<file path="config.mk">
export PLATFORM = sky130hd
export DESIGN_NAME = lix_exec
export DESIGN_NICKNAME = d
export VERILOG_FILES = /design/src/lix_pkg.sv /design/src/lix_exec.sv /design/src/lix_decode.sv /design/src/lix_s2d.sv
export SDC_FILE = /design/constraint.sdc
export NUM_CORES = 1
export LEC_CHECK = 0
export BUFFER_PORTS_ARGS = -buffer_cell sky130_fd_sc_hd__buf_2
export CORE_ASPECT_RATIO = 1.75
export CORE_MARGIN = 2
export CORE_UTILIZATION = 45
export DETAILED_ROUTE_END_ITERATION = 6
export PLACE_DENSITY = 0.81
export SKIP_CTS_REPAIR_TIMING = 1
export SYNTH_ARGS = -nofsm -noshare
export SYNTH_HDL_FRONTEND = slang
export SYNTH_SLANG_ARGS = --single-unit
</file>
<file path="constraint.sdc">
create_clock -name ref_clk -period 2.75 [get_ports ref_clk]
set_clock_uncertainty 0.1 [all_clocks]
set_input_delay 0.55 -clock ref_clk [delete_from_list [all_inputs] [get_ports ref_clk]]
set_output_delay 0.55 -clock ref_clk [all_outputs]
set_load 0.005 [all_outputs]
</file>
<file path="src/lix_pkg.sv">
package lix_pkg;
    localparam int          XLEN        = 32;
    localparam logic [5:0]  OP_SYNC     = 6'h13;
    localparam logic [5:0]  OP_EXT      = 6'h1F;
    localparam logic [5:0]  OP_LBZ      = 6'h22;
    localparam logic [5:0]  OP_LBZU     = 6'h23;
    localparam logic [5:0]  OP_LFS      = 6'h30;
    localparam logic [5:0]  OP_LFSU     = 6'h31;
    localparam logic [5:0]  OP_LFD      = 6'h32;
    localparam logic [5:0]  OP_LFDU     = 6'h33;
    localparam logic [9:0]  XO_SYNC     = 10'h096;
    localparam logic [9:0]  XO_LBZX     = 10'h057;
    localparam logic [9:0]  XO_LBZUX    = 10'h077;
    localparam logic [9:0]  XO_LFDX     = 10'h257;
    localparam logic [9:0]  XO_LFDUX    = 10'h277;
    // Field positions, little-endian index of big-endian bit 0 = 31
    localparam int          POS_OPC     = 26;
    localparam int          POS_TGT     = 21;
    localparam int          POS_BASE    = 16;
    localparam int          POS_IDX     = 11;
    localparam int          POS_XO      = 1;
    localparam logic [3:0]  SIZE_BYTE   = 4'h1;
    localparam logic [3:0]  SIZE_WORD   = 4'h4;
    localparam logic [3:0]  SIZE_DWORD  = 4'h8;

    typedef enum logic [2:0] {
        LIX_K_NONE   = 3'h0,
        LIX_K_BYTE   = 3'h1,
        LIX_K_SINGLE = 3'h2,
        LIX_K_DOUBLE = 3'h3,
        LIX_K_SYNC   = 3'h4
    } lix_kind_t;

    typedef struct packed {
        lix_kind_t   kind;
        logic        indexed;
        logic        update;
        logic        invalid;
        logic [4:0]  tgt;
        logic [4:0]  base;
        logic [4:0]  idx;
        logic [15:0] disp;
    } lix_dec_t;

    typedef struct packed {
        logic [31:0] ea;
        logic [3:0]  size;
        logic        fp;
        logic [4:0]  tgt;
    } lix_mreq_t;

    typedef struct packed {
        logic [4:0]  addr;
        logic [31:0] data;
    } lix_gwr_t;

    typedef enum logic [3:0] {
        LIX_IDLE  = 4'b0001,
        LIX_MEM   = 4'b0010,
        LIX_DRAIN = 4'b0100,
        LIX_FLUSH = 4'b1000
    } lix_state_t;
endpackage

</file>
<file path="src/lix_exec.sv">
module lix_exec #(
    parameter int XLEN = lix_pkg::XLEN
) (
    input  wire logic               ref_clk,
    input  wire logic               resetn,
    // Dispatch side
    input  wire logic               issue_valid,
    output logic                    issue_ready,
    input  wire logic [31:0]        issue_instr,
    input  wire logic [31:0]        base_val,
    input  wire logic [31:0]        index_val,
    output logic                    decode_invalid,
    output logic                    unknown_op,
    // Pipeline state and synchronizing events
    input  wire logic               older_done,
    input  wire logic               ctx_event,
    output logic                    fetch_hold,
    output logic                    flush_prefetch,
    output logic                    sync_done,
    // Memory path
    output logic                    mem_req,
    output lix_pkg::lix_mreq_t      mem_info,
    input  wire logic               mem_ack,
    input  wire logic [63:0]        mem_rdata,
    // Register writeback
    output logic                    gpr_we,
    output lix_pkg::lix_gwr_t       gpr_wr,
    output logic                    base_we,
    output lix_pkg::lix_gwr_t       base_wr,
    output logic                    fpr_we,
    output logic [4:0]              fpr_addr,
    output logic [63:0]             fpr_data
);
    // Register width is fixed by the field layout; refuse anything else at elaboration
    if (XLEN != 32) begin
        $error("lix_exec serves only 32-bit registers");
    end

    lix_pkg::lix_dec_t   dec;
    lix_pkg::lix_dec_t   held;
    lix_pkg::lix_state_t state;
    lix_pkg::lix_state_t next_state;
    logic [31:0]         ea;
    logic                ctx_pend;
    logic [63:0]         dbl;

    lix_decode u_dec (
        .instr (issue_instr),
        .dec   (dec)
    );

    lix_s2d u_s2d (
        .single_in  (mem_rdata[31:0]),
        .double_out (dbl)
    );

    // Effective address: base replaced by zero only on non-update forms
    wire logic [31:0] base_eff = (dec.base == 5'h00 && !dec.update) ? 32'h0 : base_val;
    wire logic [31:0] offset   = dec.indexed ? index_val : {{16{dec.disp[15]}}, dec.disp};
    wire logic [31:0] next_ea  = base_eff + offset;

    wire logic take     = issue_valid && issue_ready;
    wire logic is_load  = dec.kind inside {lix_pkg::LIX_K_BYTE, lix_pkg::LIX_K_SINGLE,
                                           lix_pkg::LIX_K_DOUBLE};
    wire logic go_mem   = take && is_load && !dec.invalid;
    wire logic go_sync  = take && dec.kind == lix_pkg::LIX_K_SYNC;
    wire logic done_mem = state == lix_pkg::LIX_MEM && mem_ack;
    wire logic drained  = state == lix_pkg::LIX_DRAIN && older_done;
    // A held event counts as a fresh one once the state is back in idle
    wire logic ctx_go   = ctx_event || ctx_pend;

    // Nothing new accepted while a load, drain or flush is pending
    assign issue_ready    = state == lix_pkg::LIX_IDLE && !ctx_pend;
    assign fetch_hold     = state != lix_pkg::LIX_IDLE || ctx_pend;
    assign flush_prefetch = state == lix_pkg::LIX_FLUSH;
    assign mem_req        = state == lix_pkg::LIX_MEM;

    // Next-state selection
    always_comb begin
        next_state = state;
        unique case (state)
            lix_pkg::LIX_IDLE: begin
                if (go_mem) next_state = lix_pkg::LIX_MEM;
                else if (go_sync || ctx_go) next_state = lix_pkg::LIX_DRAIN;
            end
            lix_pkg::LIX_MEM: begin
                if (mem_ack) next_state = lix_pkg::LIX_IDLE;
            end
            lix_pkg::LIX_DRAIN: begin
                if (older_done) next_state = lix_pkg::LIX_FLUSH;
            end
            lix_pkg::LIX_FLUSH: next_state = lix_pkg::LIX_IDLE;
            default: next_state = lix_pkg::LIX_IDLE;
        endcase
    end

    // State, held decode and pending synchronizing event
    always_ff @(posedge ref_clk or negedge resetn) begin
        if (!resetn) begin
            state    <= lix_pkg::LIX_IDLE;
            held     <= '0;
            ea       <= 32'h0;
            ctx_pend <= 1'b0;
        end else begin
            state <= next_state;
            if (take) begin
                held <= dec;
                ea   <= next_ea;
            end
            // Event in any non-idle state (load, drain or flush), or beside a load just taken, waits; set wins
            if (ctx_event && (state != lix_pkg::LIX_IDLE || go_mem)) ctx_pend <= 1'b1;
            else if (state == lix_pkg::LIX_IDLE && !go_mem) ctx_pend <= 1'b0;
        end
    end

    // Memory request fields, registered on acceptance
    always_comb begin
        mem_info.ea   = ea;
        mem_info.fp   = held.kind != lix_pkg::LIX_K_BYTE;
        mem_info.tgt  = held.tgt;
        mem_info.size = held.kind == lix_pkg::LIX_K_BYTE ? lix_pkg::SIZE_BYTE
                      : held.kind == lix_pkg::LIX_K_SINGLE ? lix_pkg::SIZE_WORD
                      : lix_pkg::SIZE_DWORD;
    end

    // Writeback and status outputs come from flip-flops
    always_ff @(posedge ref_clk or negedge resetn) begin
        if (!resetn) begin
            gpr_we         <= 1'b0;
            gpr_wr         <= '0;
            base_we        <= 1'b0;
            base_wr        <= '0;
            fpr_we         <= 1'b0;
            fpr_addr       <= 5'h00;
            fpr_data       <= 64'h0;
            decode_invalid <= 1'b0;
            unknown_op     <= 1'b0;
            sync_done      <= 1'b0;
        end else begin
            decode_invalid <= take && dec.invalid;
            unknown_op     <= take && dec.kind == lix_pkg::LIX_K_NONE;
            sync_done      <= state == lix_pkg::LIX_FLUSH;
            gpr_we         <= done_mem && held.kind == lix_pkg::LIX_K_BYTE;
            gpr_wr.addr    <= held.tgt;
            gpr_wr.data    <= {24'h000000, mem_rdata[7:0]};
            base_we        <= done_mem && held.update;
            base_wr.addr   <= held.base;
            base_wr.data   <= ea;
            fpr_we         <= done_mem && held.kind != lix_pkg::LIX_K_BYTE;
            fpr_addr       <= held.tgt;
            fpr_data       <= held.kind == lix_pkg::LIX_K_SINGLE ? dbl : mem_rdata;
        end
    end

    // Sync drains then flushes before any new acceptance
    sync_block_a: assert property (@(posedge ref_clk) disable iff (!resetn)
        go_sync |=> state == lix_pkg::LIX_DRAIN) else $error("sync not draining");
    drain_hold_a: assert property (@(posedge ref_clk) disable iff (!resetn)
        (state == lix_pkg::LIX_DRAIN && !older_done) |=> state == lix_pkg::LIX_DRAIN)
        else $error("drain left early");
    flush_once_a: assert property (@(posedge ref_clk) disable iff (!resetn)
        drained |=> flush_prefetch ##1 (sync_done && !flush_prefetch))
        else $error("flush sequence wrong");
    sync_nomem_a: assert property (@(posedge ref_clk) disable iff (!resetn)
        state inside {lix_pkg::LIX_DRAIN, lix_pkg::LIX_FLUSH} |-> !mem_req)
        else $error("sync touched memory");
    no_issue_a: assert property (@(posedge ref_clk) disable iff (!resetn)
        fetch_hold |-> !issue_ready) else $error("issue during hold");
    ctx_event_a: assert property (@(posedge ref_clk) disable iff (!resetn)
        (ctx_event && state == lix_pkg::LIX_IDLE && !go_mem && !ctx_pend)
        |=> state == lix_pkg::LIX_DRAIN) else $error("event not synchronizing");
    byte_zero_a: assert property (@(posedge ref_clk) disable iff (!resetn)
        gpr_we |-> gpr_wr.data[31:8] == 24'h000000) else $error("byte not zeroed");
    bad_noupd_a: assert property (@(posedge ref_clk) disable iff (!resetn)
        (take && dec.invalid) |=> decode_invalid && state != lix_pkg::LIX_MEM)
        else $error("invalid form executed");
    upd_addr_a: assert property (@(posedge ref_clk) disable iff (!resetn)
        base_we |-> base_wr.addr != 5'h00 && base_wr.data == $past(ea))
        else $error("bad base update");
    ea_zero_a: assert property (@(posedge ref_clk) disable iff (!resetn)
        go_mem && !dec.update && dec.base == 5'h00 |=> ea == $past(offset))
        else $error("zero base not used");
    double_only_a: assert property (@(posedge ref_clk) disable iff (!resetn)
        fpr_we && $past(held.kind) == lix_pkg::LIX_K_DOUBLE && !$past(held.update) |-> !gpr_we && !base_we)
        else $error("double altered gpr");
    pend_drain_a: assert property (@(posedge ref_clk) disable iff (!resetn)
        (ctx_pend && state == lix_pkg::LIX_IDLE) |=> state == lix_pkg::LIX_DRAIN)
        else $error("pending event lost");
endmodule

</file>
<file path="src/lix_decode.sv">
module lix_decode (
    input  wire logic [31:0]      instr,
    output lix_pkg::lix_dec_t     dec
);
    wire logic [5:0] opc  = instr[lix_pkg::POS_OPC +: 6];
    wire logic [9:0] xo   = instr[lix_pkg::POS_XO +: 10];
    wire logic [4:0] tgt  = instr[lix_pkg::POS_TGT +: 5];
    wire logic [4:0] base = instr[lix_pkg::POS_BASE +: 5];
    wire logic [4:0] idx  = instr[lix_pkg::POS_IDX +: 5];
    wire logic is_sync  = opc == lix_pkg::OP_SYNC && xo == lix_pkg::XO_SYNC
                          && instr[25:11] == 15'h0000 && !instr[0];
    wire logic is_x     = opc == lix_pkg::OP_EXT && !instr[0];
    wire logic lbz      = opc == lix_pkg::OP_LBZ;
    wire logic lbzu     = opc == lix_pkg::OP_LBZU;
    wire logic lbzx     = is_x && xo == lix_pkg::XO_LBZX;
    wire logic lbzux    = is_x && xo == lix_pkg::XO_LBZUX;
    wire logic lfd      = opc == lix_pkg::OP_LFD;
    wire logic lfdu     = opc == lix_pkg::OP_LFDU;
    wire logic lfdx     = is_x && xo == lix_pkg::XO_LFDX;
    wire logic lfdux    = is_x && xo == lix_pkg::XO_LFDUX;
    wire logic lfs      = opc == lix_pkg::OP_LFS;
    wire logic lfsu     = opc == lix_pkg::OP_LFSU;
    wire logic byte_op  = lbz | lbzu | lbzx | lbzux;
    wire logic upd      = lbzu | lbzux | lfdu | lfdux | lfsu;
    // Byte updates also clash when target equals base; fp targets differ
    wire logic bad      = upd && (base == 5'h00 || (byte_op && base == tgt));

    // Decoded fields travel together
    always_comb begin
        dec.kind    = is_sync ? lix_pkg::LIX_K_SYNC
                    : byte_op ? lix_pkg::LIX_K_BYTE
                    : (lfd | lfdu | lfdx | lfdux) ? lix_pkg::LIX_K_DOUBLE
                    : (lfs | lfsu) ? lix_pkg::LIX_K_SINGLE
                    : lix_pkg::LIX_K_NONE;
        dec.indexed = lbzx | lbzux | lfdx | lfdux;
        dec.update  = upd;
        dec.invalid = bad;
        dec.tgt     = tgt;
        dec.base    = base;
        dec.idx     = idx;
        dec.disp    = instr[15:0];
    end
endmodule

</file>
<file path="src/lix_s2d.sv">
module lix_s2d (
    input  wire logic [31:0] single_in,
    output logic      [63:0] double_out
);
    wire logic       sgn  = single_in[31];
    wire logic [7:0] expo = single_in[30:23];
    wire logic [22:0] man = single_in[22:0];
    logic [4:0]  lz;
    logic [22:0] nman;

    // Widen single to double; denormals renormalised
    always_comb begin
        lz   = 5'h00;
        nman = 23'h000000;
        for (int i = 22; i >= 0; i--) begin
            if (man[i] && nman == 23'h000000) begin
                lz   = 5'(22 - i);
                nman = 23'(man << (23 - i));
            end
        end
        if (expo == 8'hFF) begin
            double_out = {sgn, 11'h7FF, man, 29'h00000000};
        end else if (expo != 8'h00) begin
            double_out = {sgn, 11'(expo) + 11'h380, man, 29'h00000000};
        end else if (man == 23'h000000) begin
            double_out = {sgn, 63'h0};
        end else begin
            double_out = {sgn, 11'h381 - 11'(lz) - 11'h001, nman, 29'h00000000};
        end
    end
endmodule

</file>
==> metrics.cfg, run 1 <==
[place]
numPortBuffers=335
placed_area_mm2=0.0193
place_congestion=1.12
numPlacedInstances=2715
pre_cts_slack_ns=-7.23
hpwl_um=55800

[timing]
worst_pin_slew_ns=0.956
max_freq_mhz=112
maxSlewViolCount=0
setup_viol=59
worst_slack_ns=-6.20
fin_crit_sh=3.25
hold_violations=0
fin_crit_ns=8.95
rsz0062_at_grt=true
slew_headroom=0.362
whs_ns=0.168
tns_ns=-225.74

[power_and_ir_drop]
p_int_mw=6.71
p_switching_mw=4.49
leakage_nw=10.1
swShare=0.401
p_comb_frac=0.423
peakVddDrop_mv=0.678
p_per_area_mw_per_mm2=526
seqPwrFrac=0.352
clkPwrFrac=0.226
power.total_mw=11.2

[synth]
yosys_warnings=0
synthArstFlopShare=1.00
ys.flop_type=dfrtp_1
avgSynthCellArea_um2=8.42
synth_edf_count=0
synth-seq-cells=171
ys_seq_area_frac=0.320
netlist_area_mm2=0.0134
ys_types=119
synth_cells=1587

[detailed_routing]
vias=18500
drtPass1Iterations=6
wirelength_um=78500
drc=0
antenna_left=0
dr.first_iter.drc_count=2017
wl_per_cell_um=28.0
vias_per_cell=6.60

[final_layout]
final_layout_size_suffix_gt1_frac=0.516
layout_common_cells=buf_4 (557), buf_2 (331), dfrtp_1 (170)
stdcell_area_mm2=0.0213
finalNetCount=2598
final_util=0.727
area_growth_syn_to_layout_pct=59.2
finalNonFillerCells=2800
final_common_cell=buf_4

[die]
dieWidth_um=134
die_h_um=232
core_area_mm2=0.0293
initial_core_util=0.457
placementRows=83
dieArea_mm2=0.0312
ios=361

[critical_path]
slowest_delay_ns=0.48
r2r_end=state[0]
critPathSlowestCell=or4_4
crit_path_frequent_cell=buf_4
r2r-start=state[0]
path_class=primary input to register
worst_r2r_path_depth=6
arrival_ns=9.19
cp_max_fo=16
rrSetupSlack_ns=0.30
cp-end-kind=register
critPathRequiredTime_ns=2.99
crit_path_start_kind=primary input

[global_route]
grt_max_degree=83
grt-ovfl-total=0
grt_use_total=0.468
antenna_found_initial=5
grt_first_pass_wirelength_um=107000
grt_pass1_vias=18100

[clock_tree]
clock_latency_ns=0.47
clock_path_buffers=2
cts_tree=done
cts_root_buf=clkbuf_16
path_clk_slew_ns=0.08
numCtsBuffers=17
htreeDepth=4
cts_num_sinks=171

[run_status]
outcome=complete, but fails checks
violations=setup timing

[flow_run]
drv_cap=0

[hold_path]
hold_path_depth=3
min_to=fpr_data[63]
min_path_type=primary input to register
min_from=mem_rdata[63]

## state kept, by name, indices dropped and copies added (netlist names), 4 cells and up
name      count
gpr_wr        8
fpr_data     64
held          9
fpr_addr      5
state         4
ea           32
mem_info      5
base_wr      37
## Yosys cell counts, types with 35 or more instances
cell type / n / share of area
a21o_1: 35 / 0.020
and2_1: 53 / 0.025
a21oi_1: 71 / 0.027
dfrtp_1: 170 / 0.32
inv_1: 49 / 0.014
buf_4: 37 / 0.021
nand2_1: 161 / 0.045
clkbuf_1: 75 / 0.021
nor3_1: 61 / 0.023
o21ai_0: 85 / 0.032
nor2_1: 113 / 0.032
nand3_1: 43 / 0.016
## worst max path at each step
stage,end,startpoint,slack [ns],cells after the start
final,fpr_data[35],mem_rdata[8],-6.20,38
after detailed placement,fpr_data[58],mem_rdata[11],-7.23,33
after CTS,fpr_data[56],mem_rdata[11],-6.76,35
after floorplan,fpr_data[56],mem_rdata[8],-5.93,35
after global placement,fpr_data[54],mem_rdata[11],-7.14,31
after global routing,fpr_data[35],mem_rdata[16],-6.54,40
## power groups by stage
stage | Clock, mW | Sequential [mW] | Combinational [mW]
final | 2.53 | 3.94 | 4.74
after global routing | 2.62 | 3.97 | 5.00
after CTS | 2.52 | 3.87 | 4.18
after detailed placement | 0 | 3.88 | 4.16
after global placement | 0 | 3.85 | 4.04
after floorplan | 0 | 3.85 | 1.86
## per-layer routing
metal,routed length [µm],GRT usage,vias to the layer above
met5,0,0,-
met4,10600,0.478,0
met3,8320,0.149,730
met2,36000,0.772,1625
met1,23600,0.441,8565
li1,-,-,7551
## kinds of logic after synthesis
group / after synthesis / share of synthesized area
DFF: 171 / 0.320
adders and majority gates: 33 / 0.0314
muxes: 27 / 0.0225
and+or+nand+nor: 607 / 0.244
other: 1 / 0.000280
AOI/OAI and AO/OA: 519 / 0.291
xor gates and xnor gates: 24 / 0.0157
buffers and inverters: 205 / 0.0748
## area by class of cell
class	count	area [µm²]
multi-input combinational	1235	9390
fill	2132	8000
timing repair buffer	922	6310
sequential	171	4280
tap	382	478
clock buffer	17	425
inverter	52	198
clock inverter	15	188
antenna	6	15.0
## worst max-delay path, delay by kind of cell
| kind | cells | cell delay [ns] |
|---|---|---|
| buffers and inverters | 12 | 1.95 |
| multiplexers | 2 | 0.46 |
| AO/OA/AOI/OAI | 13 | 3.42 |
| AND/OR/NAND/NOR | 11 | 2.75 |
(Power assumes the default switching activity.)
==> run 2: changes to the inputs <==
- CORE_UTILIZATION: 45 -> 54
- PLACE_DENSITY: 0.81 -> 0.93
- SKIP_CTS_REPAIR_TIMING: 1 -> default
==> run 2 against run 1 <==
The flow now stops in global routing. Synthesized cell count unchanged. Area after synthesis stayed put.
==> metrics.cfg, run 2 <==
[place]
placed_area_mm2=0.0189
numPortBuffers=335
pre_cts_slack_ns=-6.89
place_congestion=1.37
hpwl_um=54200

[run_status]
outcome=stopped before the end
failed_stage=global routing
error_line=[ERROR GRT-0116] Global routing finished with congestion. Check the congestion regions in the DRC Viewer.

[synth]
netlist_area_mm2=0.0134
synthAdderAreaFrac=0.0314
synth_area_leaders=dfrtp_1 (32%), nand2_1 (4.5%), o21ai_0 (3.2%), nor2_1 (3.2%), ha_1 (3.0%)
yosysTopAreaCell=dfrtp_1
synthXorXnorAreaFrac=0.0157
synth_common_cells=dfrtp_1 (170), nand2_1 (161), nor2_1 (113)
synth.area.mux_share=0.0225
ys.flop_type=dfrtp_1
yosysMostFrequentCell=dfrtp_1
synth_top_cell_area_share=0.318
synth_top_family_by_area=compound AO/OA/AOI/OAI gates
ys_seq_area_frac=0.320
synth_edf_count=0
yosys_warnings=0
synth_cells=1587
avgSynthCellArea_um2=8.42
synthSimpleGateAreaFrac=0.244
synth_compound_area_frac=0.291
ys_types=119
synthArstFlopShare=1.00
synth-seq-cells=171

[clock_tree]
cts_num_sinks=171
hold_buffers=0
numCtsBuffers=17
htreeDepth=4
cts_root_buf=clkbuf_16
clock_path_buffers=2

[global_route]
grt_pass1_vias=24400
grt_use_total=0.839
grt_max_degree=83
grt_first_pass_wirelength_um=164000
grt-ovfl-total=412

[die]
die_h_um=212
initial_core_util=0.547
placementRows=76
ios=361
dieWidth_um=123

run 2: cell counts after synthesis:
No cell type changed its count.
run 2: stage by stage:
| step | TNS [ns] | instances | util | hold slack [ns] |
|---|---|---|---|---|
| after CTS | -207.81 | 2723 | 0.881 | 0.00287 |
| after global placement | -244.38 | 2611 | 0.774 | 0.254 |
| after floorplan | -212.90 | 1611 | - | 0.154 |
| after detailed placement | -268.91 | 2611 | 0.774 | 0.263 |
run 2: cells by family after synthesis:
family,Yosys count
xor+xnor,24
simple gates,607
mux,27
other cells,1
fa+ha+maj,33
flops,171
compound gates,519
buf+inv,205
run 2: timing repair:
item / 4_1_cts
gates resized for setup: 275
setup endpoints to repair: 61
pin swaps: 154
cloned: 1
buffers inserted: 96
run 2: layer usage:
metal,GRT overflow,GRT usage
met1,22,0.808
met2,250,0.989
met3,21,0.702
met4,119,0.881
met5,0,0.429
==> run 3: changes to the inputs <==
- CORE_ASPECT_RATIO: 1.75 -> default
- CORE_UTILIZATION: 54 -> 40
- PLACE_DENSITY: 0.93 -> default
- PLACE_DENSITY_LB_ADDON: default -> 0.15
==> run 3 against run 2 <==
The flow now finishes, with violations (setup timing).
==> metrics.cfg, run 3 (synthesis results as in run 1) <==
[detailed_routing]
drtPass1Iterations=6
vias_per_cell=5.81
wl_per_cell_um=23.0
antenna_left=0
drc=0
vias=16400
dr.first_iter.drc_count=1726
wirelength_um=64900

[timing]
rsz0062_at_grt=true
worst_slack_ns=-5.78
whs_ns=0.194
maxSlewViolCount=0
tns_ns=-202.99
setup_viol=59
max_freq_mhz=117
worst_pin_slew_ns=0.855
fin_crit_ns=8.53
fin_crit_sh=3.10
slew_headroom=0.430
hold_violations=0

[die]
dieArea_mm2=0.0349
die_h_um=187
core_area_mm2=0.0327
ios=361
dieWidth_um=187
placementRows=66
initial_core_util=0.409

[critical_path]
arrival_ns=8.82
crit_path_frequent_cell=buf_4
cp-end-kind=register
slowest_delay_ns=0.63
critPathSlowestCell=a2111oi_1
path_class=primary input to register
cp_max_fo=11
crit_path_start_kind=primary input
critPathRequiredTime_ns=3.04

[run_status]
outcome=complete, but fails checks
violations=setup timing

[place]
pre_cts_slack_ns=-6.58
hpwl_um=50900
numPortBuffers=335
place_congestion=1.05
placed_area_mm2=0.0192

[power_and_ir_drop]
p_per_area_mw_per_mm2=513
peakVddDrop_mv=0.537
leakage_nw=9.75

[global_route]
grt_first_pass_wirelength_um=98300
met3_usage=0.0754
grt_use_total=0.365
grt_pass1_vias=16200
grt_use_met1=0.512
grt_use_met2=0.559
grt-ovfl-total=0
antenna_found_initial=2
grt_max_degree=83
grt.busiest_layer=met2

[final_layout]
final_util=0.631
final_common_cell=buf_4
layout_common_cells=buf_4 (541), buf_2 (331), dfrtp_1 (170)
final_layout_size_suffix_gt1_frac=0.485
stdcell_area_mm2=0.0206
largest_register_ffs=64
finalNetCount=2563
regMostFlops=fpr_data
top_regs=fpr_data x64, base_wr x37, ea x32
area_growth_syn_to_layout_pct=54.4

[clock_tree]
numCtsBuffers=17
cts_num_sinks=171
htreeDepth=4
cts_root_buf=clkbuf_16
clock_path_buffers=2
path_clk_slew_ns=0.08
cts_tree=done
clock_latency_ns=0.47

[flow_run]
drv_cap=0

[hold_path]
min_path_type=primary input to register

[run 3: path summary, 6_finish.rpt]
kind                                from      endpoint  slack (ns)  cells past startpoint
hold / removal             mem_rdata[39]  fpr_data[39]        0.19                      3
hold reg to reg                 held[21]   base_wr[32]        0.27                      0
setup reg to reg                state[0]      state[0]        0.39                      7
setup / recovery           mem_rdata[15]  fpr_data[54]       -5.78                     41
min in group asynchronous         resetn   fpr_addr[0]        0.50                      2
max in group asynchronous         resetn   fpr_data[2]        1.33                      3
[run 3: worst max-delay path: cells and delay by family]
family,cells,cell delay [ns]
fa+ha+maj,1,0.16
mux,2,0.51
buf+inv,14,2.30
compound gates,13,3.53
simple gates,11,1.76
[run 3: per-stage QoR]
stage / cells / total power, mW
floorplan: 1611 / 5.70
global placement: 2761 / 7.86
detailed placement: 2761 / 7.92
CTS: 2814 / 10.5
global route: 2819 / 11.1
finish: 2821 / 10.6
[run 3: area by class of cell]
cell class	count	area, µm²
antenna	2	5.00
clock buffer	21	470
clock inverter	11	124
fill	2874	12100
inverter	52	195
multi-input combinational	1236	9100
sequential	171	4280
tap	442	553
timing repair buffer	886	5910
[run 3: metal layers]
| metal | routed length [µm] | part of all wire |
|---|---|---|
| met5 | 7 | 0.00011 |
| met1 | 28400 | 0.44 |
| met4 | 2010 | 0.031 |
| met3 | 5790 | 0.089 |
| met2 | 28700 | 0.44 |
[run 3: timing repair]
action	CTS	global route
hold endpoints to repair	44	0
hold buffers	1	0
gates resized for setup	69	68
endpoints found under the setup margin	63	63
pin swaps	31	16
buffers inserted	19	5
cloned	1	0
[run 3: report_power, final]
group	switching, mW	internal (mW)	total (mW)
Combinational	2.27	1.97	4.24
Clock	1.16	1.36	2.52
Sequential	0.461	3.36	3.82
Total	3.89	6.69	10.6
